### config.mk
export PLATFORM = sky130hd
export DESIGN_NAME = cpc_attach
export DESIGN_NICKNAME = d
export VERILOG_FILES = /design/src/hdl/cpc_pkg.sv /design/src/hdl/cpc_attach.sv
export SDC_FILE = /design/constraint.sdc
export NUM_CORES = 1
export LEC_CHECK = 0
export BUFFER_PORTS_ARGS = -buffer_cell sky130_fd_sc_hd__buf_4
export CORE_MARGIN = 2
export CORE_UTILIZATION = 50
export CTS_CLUSTER_DIAMETER = 50
export DETAILED_ROUTE_END_ITERATION = 10
export PLACE_DENSITY = 0.82
export SLEW_MARGIN = 20
export SYNTH_ARGS = -nofsm -noshare
export SYNTH_HDL_FRONTEND = slang
export SYNTH_SLANG_ARGS = --single-unit
### constraint.sdc
create_clock -name clk_i -period 2 [get_ports clk_i]
set_input_delay 0.4 -clock clk_i [delete_from_list [all_inputs] [get_ports clk_i]]
set_output_delay 0.4 -clock clk_i [all_outputs]
set_load 0.02 [all_outputs]
### src/hdl/cpc_pkg.sv
// cpc_pkg: constants and carriers for the channel poll chain attachment
package cpc_pkg;

	// ****************************************
	// register map (word byte addresses)
	// ****************************************
	localparam logic [3:0] REG_CTRL   = 4'h0;
	localparam logic [3:0] REG_STATUS = 4'h4;

	// control register fields
	localparam int CTRL_LEVEL_LSB = 0;
	localparam int CTRL_LEVEL_W   = 4;
	localparam int CTRL_IRQ_BIT   = 4;
	localparam int CTRL_CS_BIT    = 5;
	localparam int CTRL_BURST_BIT = 6;
	localparam int CTRL_DCB_BIT   = 7;
	localparam int CTRL_CONN_BIT  = 8;
	localparam int CTRL_LAST_BIT  = 9;
	localparam logic [31:0] CTRL_RESET = 32'h0000_0000;

	// status register fields
	localparam int STAT_STATE_LSB = 0;
	localparam int STAT_CAPT_BIT  = 4;
	localparam int STAT_PROP_BIT  = 5;
	localparam int STAT_BURST_BIT = 6;

	// poll identifier codes
	localparam logic [4:0] POLL_QUIESCENT = 5'h10;
	localparam logic [1:0] POLL_CS_LOW    = 2'h3;

	// ****************************************
	// carriers
	// ****************************************
	typedef struct packed {
		logic [4:0] poll_id;
		logic       poll;
		logic       poll_prime;
		logic       service_gate;
		logic       halt_machine_check;
	} cpc_tags_in_s;

	typedef struct packed {
		logic [15:0] request_in;
		logic        cs_request;
		logic        poll_propagate;
		logic        poll_return;
		logic        burst_return;
	} cpc_tags_out_s;

	typedef enum logic [3:0] {
		ST_IDLE  = 4'h1,
		ST_CAPT  = 4'h2,
		ST_SERV  = 4'h4,
		ST_PROP  = 4'h8
	} cpc_state_e;

endpackage

### src/hdl/cpc_attach.sv
// cpc_attach: poll group logic of a channel attachment
// ****************************************
// Behaviour
// - at most one of sixteen request lines is raised, line n for level n
// - requested level equals the level software prepared
// - cycle steal request tag raised whenever storage access is needed
// - 0xxxx selects a level, 10000 quiescent, 1XX11 cycle steal, else reserved
// - a poll is the rising edge of poll AND poll prime
// - capture when code matches prepared level, or cycle steal code while asking
// - an uncaptured poll arriving in idle is passed on through poll propagate
// - a silent or unconnected card propagates poll AND poll prime
// - interrupt or single cycle steal capture answered with poll return
// - burst capture answered with burst return; next service gate starts burst
// - burst return dropped at service gate rise of the final transfer
// - burst only when the control block asks; its fetches are single
// - a programmed transfer moves exactly one byte or word
// - interrupt service runs from capture until the identification word moves
// - cycle steal service ends after one transfer unless bursting
// - while a connected card is in capture or burst service, new polls are neither captured nor propagated
// - poll code, poll and poll prime recognised only in idle, or always when unconnected
// - first service gate rise after capture starts the service sequence
// - halt or machine check blocks propagation, clears requests, keeps level
// ****************************************
`timescale 1ns/1ps
module cpc_attach (
	input  wire logic                  clk_i,    // 50 MHz clock
	input  wire logic                  rst_i,    // sync reset, high
	input  wire logic [3:0]            adr_i,    // wishbone byte address
	input  wire logic [31:0]           dat_i,    // wishbone write data
	input  wire logic [3:0]            sel_i,    // wishbone byte select
	input  wire logic                  we_i,     // wishbone write
	input  wire logic                  cyc_i,    // wishbone cycle
	input  wire logic                  stb_i,    // wishbone strobe
	output logic      [31:0]           dat_o,    // wishbone read data
	output logic                       ack_o,    // wishbone acknowledge
	input  wire cpc_pkg::cpc_tags_in_s tags_i,   // channel tags in
	output cpc_pkg::cpc_tags_out_s     tags_o    // channel tags out
);

	// ****************************************
	// synchronisers
	// ****************************************
	cpc_pkg::cpc_tags_in_s sync1;
	cpc_pkg::cpc_tags_in_s sync2;
	logic                  chain_q;

	always_ff @(posedge clk_i) begin
		sync1 <= tags_i;
		sync2 <= sync1;
	end

	// ****************************************
	// decode helpers
	// ****************************************
	function automatic logic is_cs_poll(input logic [4:0] id);
		return id[4] && (id[1:0] == cpc_pkg::POLL_CS_LOW);
	endfunction

	function automatic logic is_lvl_poll(input logic [4:0] id,
	                                     input logic [3:0] lvl);
		return !id[4] && (id[3:0] == lvl);
	endfunction

	// ****************************************
	// registers and state
	// ****************************************
	logic [31:0]        ctrl;
	logic [31:0]        next_ctrl;
	logic               next_ack;
	logic [31:0]        next_dat;
	cpc_pkg::cpc_state_e state;
	cpc_pkg::cpc_state_e next_state;
	logic               capt_cs;
	logic               next_capt_cs;
	logic               bursting;
	logic               next_bursting;
	logic               sg_q;
	cpc_pkg::cpc_tags_out_s next_tags;

	logic       chain;
	logic       poll_edge;
	logic       sg_rise;
	logic [3:0] level;
	logic       want_irq;
	logic       want_cs;
	logic       want_burst;
	logic       connected;
	logic       capture;

	assign chain     = sync2.poll & sync2.poll_prime;
	assign poll_edge = chain & ~chain_q;
	assign sg_rise   = sync2.service_gate & ~sg_q;
	assign level     = ctrl[cpc_pkg::CTRL_LEVEL_LSB +: cpc_pkg::CTRL_LEVEL_W];
	assign connected = ctrl[cpc_pkg::CTRL_CONN_BIT];
	assign want_irq  = connected & ctrl[cpc_pkg::CTRL_IRQ_BIT];
	assign want_cs   = connected & ctrl[cpc_pkg::CTRL_CS_BIT];
	// control block fetch forces single transfers
	assign want_burst = ctrl[cpc_pkg::CTRL_BURST_BIT]
	                  & ~ctrl[cpc_pkg::CTRL_DCB_BIT];
	assign capture = poll_edge & connected
	               & ((want_irq & is_lvl_poll(sync2.poll_id, level))
	               |  (want_cs & is_cs_poll(sync2.poll_id)));

	// ****************************************
	// bus slave
	// ****************************************
	always_comb begin
		next_ctrl = ctrl;
		next_ack  = 1'b0;
		next_dat  = 32'h0000_0000;
		if (cyc_i && stb_i && !ack_o) begin
			next_ack = 1'b1;
			if (we_i && adr_i == cpc_pkg::REG_CTRL) begin
				for (int b = 0; b < 4; b++) begin
					if (sel_i[b]) begin
						next_ctrl[b*8 +: 8] = dat_i[b*8 +: 8];
					end
				end
			end else if (!we_i) begin
				unique case (adr_i)
					cpc_pkg::REG_CTRL:   next_dat = ctrl;
					cpc_pkg::REG_STATUS: next_dat = {25'h000_0000,
					                               bursting,
					                               tags_o.poll_propagate,
					                               capt_cs,
					                               4'(state)};
					default:             next_dat = 32'h0000_0000;
				endcase
			end
		end
		// single transfer: the service gate rise after capture ends it
		// hardware completion clears request bits; set by bus loses
		if (state == cpc_pkg::ST_CAPT && sg_rise && !bursting) begin
			if (capt_cs) begin
				next_ctrl[cpc_pkg::CTRL_CS_BIT] = 1'b0;
			end else begin
				next_ctrl[cpc_pkg::CTRL_IRQ_BIT] = 1'b0;
			end
		end
		if (state == cpc_pkg::ST_SERV && sg_rise && bursting
		    && ctrl[cpc_pkg::CTRL_LAST_BIT]) begin
			next_ctrl[cpc_pkg::CTRL_CS_BIT]   = 1'b0;
			next_ctrl[cpc_pkg::CTRL_LAST_BIT] = 1'b0;
		end
		if (sync2.halt_machine_check) begin
			// keep prepared level, drop requests
			next_ctrl[cpc_pkg::CTRL_IRQ_BIT]   = 1'b0;
			next_ctrl[cpc_pkg::CTRL_CS_BIT]    = 1'b0;
			next_ctrl[cpc_pkg::CTRL_LAST_BIT]  = 1'b0;
		end
	end

	// ****************************************
	// poll chain state machine
	// ****************************************
	always_comb begin
		next_state    = state;
		next_capt_cs  = capt_cs;
		next_bursting = bursting;
		unique case (state)
			cpc_pkg::ST_IDLE: begin
				if (capture) begin
					next_state    = cpc_pkg::ST_CAPT;
					next_capt_cs  = is_cs_poll(sync2.poll_id);
					next_bursting = is_cs_poll(sync2.poll_id)
					              & want_burst;
				end else if (poll_edge) begin
					next_state = cpc_pkg::ST_PROP;
				end
			end
			cpc_pkg::ST_PROP: begin
				if (!chain) begin
					next_state = cpc_pkg::ST_IDLE;
				end
			end
			cpc_pkg::ST_CAPT: begin
				if (sg_rise) begin
					if (bursting) begin
						// first gate rise starts the burst
						next_state = cpc_pkg::ST_SERV;
					end else begin
						// one transfer, then back to idle
						next_state = cpc_pkg::ST_IDLE;
					end
				end
			end
			cpc_pkg::ST_SERV: begin
				// burst repeats until the final transfer's gate rise
				if (sg_rise && ctrl[cpc_pkg::CTRL_LAST_BIT]) begin
					next_state    = cpc_pkg::ST_IDLE;
					next_bursting = 1'b0;
				end
			end
			default: next_state = cpc_pkg::ST_IDLE;
		endcase
		if (sync2.halt_machine_check) begin
			next_state    = cpc_pkg::ST_IDLE;
			next_bursting = 1'b0;
			next_capt_cs  = 1'b0;
		end
	end

	// ****************************************
	// channel tag outputs
	// ****************************************
	always_comb begin
		next_tags = '0;
		if (want_irq && !sync2.halt_machine_check) begin
			next_tags.request_in[level] = 1'b1;
		end
		next_tags.cs_request = want_cs & ~sync2.halt_machine_check;
		if (!connected) begin
			next_tags.poll_propagate = chain & ~sync2.halt_machine_check;
		end else begin
			next_tags.poll_propagate = (next_state == cpc_pkg::ST_PROP)
			                         & ~sync2.halt_machine_check;
		end
		if (next_state == cpc_pkg::ST_CAPT) begin
			// poll code held by channel until answered
			next_tags.poll_return  = ~next_bursting;
			next_tags.burst_return = next_bursting;
		end else if (next_state == cpc_pkg::ST_SERV) begin
			next_tags.burst_return = next_bursting;
		end
	end

	always_ff @(posedge clk_i) begin
		if (rst_i) begin
			ctrl     <= cpc_pkg::CTRL_RESET;
			ack_o    <= 1'b0;
			dat_o    <= 32'h0000_0000;
			state    <= cpc_pkg::ST_IDLE;
			capt_cs  <= 1'b0;
			bursting <= 1'b0;
			chain_q  <= 1'b0;
			sg_q     <= 1'b0;
			tags_o   <= '0;
		end else begin
			ctrl     <= next_ctrl;
			ack_o    <= next_ack;
			dat_o    <= next_dat;
			state    <= next_state;
			capt_cs  <= next_capt_cs;
			bursting <= next_bursting;
			chain_q  <= chain;
			sg_q     <= sync2.service_gate;
			tags_o   <= next_tags;
		end
	end

endmodule // cpc_attach

==> flow_summary.toml, run 1 <==
[yosys]
synth-edff-count = 0
async_flop_share = 0
syn_nets = 426
synth_area_per_cell_um2 = 9.84
yosysWarnings = 0
seq_area_frac_synth = 0.607
postSynthCellCount = 372
synth_cell_types = 45
synth_ff_type = "dfxtp_1"
ys_seq_elements = 111
syn_area_um2 = 3660

[critical_path]
worstPathMaxFanout = 7
worstPathRequired_ns = 2.26
end_kind = "flip-flop"
crit_type = "flip-flop to flip-flop"
arrival_ns = 2.13
start_kind = "flip-flop"
r2r_start = "state[1]"
rrSetupSlack_ns = 0.12
r2r-end = "tags_o[2]"
reg2reg_depth = 5

[sta]
fin_skew_ns = 0.00836
fmax_mhz = 533
finalCriticalPeriod_ns = 1.88
relSlewSlack = 0.657
finalSetupViolCount = 0
timing.final.crit_share = 0.939
drv_slew = 0
rsz0062_at_grt = "false"
hold_violations = 0
tns_ns = 0
tightestPinTransition_ns = 0.510

[cts]
path_clk_slew_ns = 0.10
holdBufCountCts = 0
htreeDepth = 3
tritoncts = "built"
post-cts-setup-buffers = 0
cts_root_buf = "clkbuf_8"
clock_latency_ns = 0.36
cts.repair.resized = 0
cts-buffers-inserted = 9
ctsLongestPathBuffers = 2
cts_sinks = 111

[power_and_ir_drop]
vdd_ir_drop_max_v = 0.000407
leakage_nw = 1.96
finalPower_mw = 3.72
p_per_area_nw_per_um2 = 773

[global_route]
grt_overflow = 0
grt_pass1_wl_um = 12500
grt.total_usage = 0.206
grt_max_degree = 30
grt_pass1_vias = 2715
antenna_found_initial = 0

[routing]
via_count = 2946
vias_per_cell = 5.01
wl_um = 7820
wl_per_cell_um = 13.3
ant_nets = 0
first_pass_iters = 4
first_iter_violations = 104
drc = 0

[hold_path]
worstHoldEndpoint = "sync1[0]"
hp-class = "input port to flip-flop"
hp-start = "tags_i[0]"
hold_path_depth = 1

[finish]
fin_nets = 538
layout-drive-gt1-share = 0.305
area_growth_pct = 31.4
layout_common_cells = "buf_4 (119), dfxtp_1 (111), nand2_1 (41)"
final_common_cell = "buf_4"
n_fill_cell = 559
n_antenna_cell = 0

[die]
die_w_um = 89.6
design.die.area_um2 = 8020
start_util = 0.510
io_pins = 107
die_y_um = 89.6
core_um2 = 7180
rows = 31

[run]
cap_violations = 0

[place]
port-buffer-count = 106
hpwl_um = 5880
place.gp.congestion = 0.880

[run_status]
status = "complete, no violations"
layer usage:
layer	track usage	part of all wire	vias up
li1	-	-	1482
met1	0.260	0.42	1366
met2	0.348	0.50	89
met3	0.0443	0.061	9
met4	0.0706	0.014	0
met5	0	0	-
critical path, cell delays in order, from the launching register on:
cell	delay (ns)
dfxtp_1	0.52
or4b_4	0.54
or3_4	0.37
nand3_2	0.10
nor4_2	0.05
o21ba_1	0.20
flip-flops by register name (all words and copies together) (netlist names):
name and flops:
ack_o 1, tags_o 20, chain_q 1, dat_o 32
sg_q 1, capt_cs 1, sync2 9, bursting 1
sync1 9, ctrl 32, state 4
logic make-up after synthesis:
| family | after synthesis | synth area share |
|---|---|---|
| and+or+nand+nor | 181 | 0.267 |
| DFF | 111 | 0.607 |
| AOI/OAI and AO/OA | 52 | 0.0855 |
| buffers and inverters | 23 | 0.0273 |
| xor gates and xnor gates | 3 | 0.00718 |
| muxes | 2 | 0.00547 |
synth_stat cells, types with 3 or more instances:
| master | instances | area share |
|---|---|---|
| buf_2 | 5 | 0.0068 |
| inv_1 | 4 | 0.0041 |
| or2_2 | 3 | 0.0051 |
| nand2b_1 | 9 | 0.015 |
| clkbuf_1 | 12 | 0.012 |
| a21oi_1 | 33 | 0.045 |
| a22oi_1 | 7 | 0.014 |
| dfxtp_1 | 111 | 0.61 |
| nand4_1 | 3 | 0.0051 |
| nor2b_1 | 5 | 0.0085 |
| nand3_1 | 35 | 0.048 |
| nor2_1 | 31 | 0.032 |
| and2_1 | 25 | 0.043 |
| nand2_1 | 41 | 0.042 |
| and3_1 | 3 | 0.0051 |
| nor3_1 | 8 | 0.011 |
power by group:
group | internal, mW | switching, mW
Sequential | 2.23 | 0.0156
Clock | 0.579 | 0.721
Combinational | 0.0946 | 0.0711
layout make-up:
cell class	count	area, um^2	share of cell area
clock buffers	9	124	0.0258
inverters	4	15.0	0.00312
clock inverters	7	71.3	0.0148
repair buffers	120	913	0.190
well taps	99	124	0.0258
flip-flops and latches	111	2220	0.462
multi-input cells	238	1340	0.278
worst max path at each step:
stage | depth (start not counted) | slack (ns) | end | from
detailed placement | 7 | 0.13 | ctrl[27] | adr_i[3]
CTS | 5 | 0.13 | tags_o[2] | state[1]
global route | 5 | 0.05 | tags_o[2] | state[1]
finish | 5 | 0.12 | tags_o[2] | state[1]
global placement | 5 | 0.17 | tags_o[2] | state[1]
floorplan | 6 | 0.15 | ctrl[5] | adr_i[3]
through the flow:
step | area, um^2 | hold slack (ns) | utilization | setup slack [ns] | instances
final | 4810 | 0.137 | 0.670 | 0.122 | 588
after global placement | 4610 | 0.310 | 0.643 | 0.175 | 572
after CTS | 4810 | 0.125 | 0.670 | 0.127 | 588
after floorplan | 3660 | 0.310 | - | 0.151 | 372
after detailed placement | 4610 | 0.312 | 0.643 | 0.132 | 572
after global routing | 4810 | 0.122 | 0.670 | 0.0469 | 588
Note: power is estimated with default switching activity, not from simulation.
==> run 2, diff against run 1 <==
CORE_UTILIZATION = 31   (was 50)
PLACE_DENSITY = 0.56   (was 0.82)
==> flow_summary.toml, run 2 (same netlist as run 1, synthesis figures left out) <==
[run_status]
status = "complete, no violations"

[routing]
wl_um = 8900
vias_per_cell = 4.60
wl_per_cell_um = 14.0
first_pass_iters = 4
ant_nets = 0
first_iter_violations = 141
drc = 0
via_count = 2933

[sta]
tns_ns = 0
hold_violations = 0
rsz0062_at_grt = "false"
fin_skew_ns = 0.00919
worst_slack_ns = 0.133
finalCriticalPeriod_ns = 1.87
drv_slew = 0
timing.final.crit_share = 0.934
fmax_mhz = 536
finalSetupViolCount = 0
relSlewSlack = 0.695
tightestPinTransition_ns = 0.455
holdWs_ns = 0.153

[critical_path]
start_kind = "flip-flop"
rrSetupSlack_ns = 0.13
crit_type = "flip-flop to flip-flop"
cp.buffers_inverters = 0
critPathMaxStageDelay_ns = 0.54
cp_slowest_cell = "or4b_4"
arrival_ns = 2.10
reg2reg_depth = 5
crit_family = "simple AND/OR/NAND/NOR gates"
r2r_start = "state[1]"
worstPathMaxFanout = 7
end_kind = "flip-flop"
r2r-end = "tags_o[2]"
cp_cell_sequence = "or4b_4 > or3_4 > nand3_2 > nor4_2 > o21ba_1"
worstPathRequired_ns = 2.23

[power_and_ir_drop]
sw_frac_of_total = 0.220
clkPwrFrac = 0.416
seqPwrFrac = 0.543
vdd_ir_drop_max_v = 0.000387
p_comb_frac = 0.041
leakage_nw = 2.03
finalPower_mw = 4.14
p_sw_mw = 0.910
p_per_area_nw_per_um2 = 832
p_int_mw = 3.23

[global_route]
grt_pass1_wl_um = 14500
grt_overflow = 0
grt_max_degree = 20
antenna_found_initial = 0
grt.total_usage = 0.145
grt_pass1_vias = 2931

[finish]
fin_area_um2 = 4980
n_antenna_cell = 0
area_growth_pct = 36.1
fin_nets = 543
final_common_cell = "buf_4"
layout_common_cells = "buf_4 (125), dfxtp_1 (111), nand2_1 (41)"
reg_top3 = "ctrl (32), dat_o (32), tags_o (20)"
final_util = 0.434
layout-drive-gt1-share = 0.312
layoutNonFillerInstCount = 637
n_fill_cell = 1130

[die]
die_w_um = 113
design.die.area_um2 = 12700
core_um2 = 11500
io_pins = 107
rows = 39
die_y_um = 113
start_util = 0.319

[cts]
cts_root_buf = "clkbuf_16"
cts-buffers-inserted = 9
tritoncts = "built"
cts.repair.resized = 0
path_clk_slew_ns = 0.08
post-cts-setup-buffers = 0
ctsLongestPathBuffers = 2
clock_latency_ns = 0.34
htreeDepth = 3
cts_sinks = 111
holdBufCountCts = 0

[run]
cap_violations = 0

[hold_path]
worstHoldEndpoint = "sync1[7]"
hold_path_depth = 1
hp-start = "tags_i[7]"
hp-class = "input port to flip-flop"

[place]
place.gp.congestion = 0.803
dp.cells = 621
port-buffer-count = 106
place_area_um2 = 4690
hpwl_um = 6780
post-place-ws_ns = 0.126
==> run 2: cell types whose count changed in the layout (fill, tap and decap cells not counted) <==
cell / change
clkinvlp_4: -3
buf_12: -1
clkbuf_8: -8
clkinv_2: -1
buf_4: +6
inv_6: +4
bufinv_16: -1
clkbuf_16: +9
==> run 2: layout make-up <==
class                           count  area (um^2)  share of cell area
Sequential cell                   111         2220               0.446
Multi-Input combinational cell    238         1340               0.269
Timing Repair Buffer              125          938               0.188
Clock buffer                       10          239              0.0480
Tap cell                          143          179              0.0359
Clock inverter                      6         48.8             0.00980
Inverter                            4         15.0             0.00302
==> run 2: worst max-delay path by stage <==
| stage | slack (ns) | depth (start not counted) | start | to |
|---|---|---|---|---|
| after global routing | 0.06 | 5 | state[1] | tags_o[2] |
| final | 0.13 | 5 | state[1] | tags_o[2] |
| after CTS | 0.14 | 5 | state[1] | tags_o[2] |
| after global placement | 0.15 | 7 | adr_i[3] | ctrl[9] |
| after floorplan | 0.15 | 6 | adr_i[3] | ctrl[5] |
| after detailed placement | 0.13 | 7 | adr_i[3] | ctrl[9] |
==> run 2: power by group through the flow <==
| stage | sequential, mW | clock [mW] | combinational, mW |
|---|---|---|---|
| 2_1_floorplan | 2.30 | 0 | 0.0610 |
| 6_report | 2.25 | 1.72 | 0.171 |
| 3_5_place_dp | 2.30 | 0 | 0.172 |
| 4_1_cts | 2.25 | 1.78 | 0.172 |
| 5_1_grt | 2.25 | 1.88 | 0.184 |
| 3_3_place_gp | 2.30 | 0 | 0.169 |
==> run 2: layer usage <==
metal / GRT usage / up-vias / part of all wire
li1: - / 1501 / -
met2: 0.228 / 77 / 0.48
met3: 0.0400 / 9 / 0.050
met5: 0 / - / 0
met1: 0.193 / 1346 / 0.46
met4: 0.0472 / 0 / 0.015
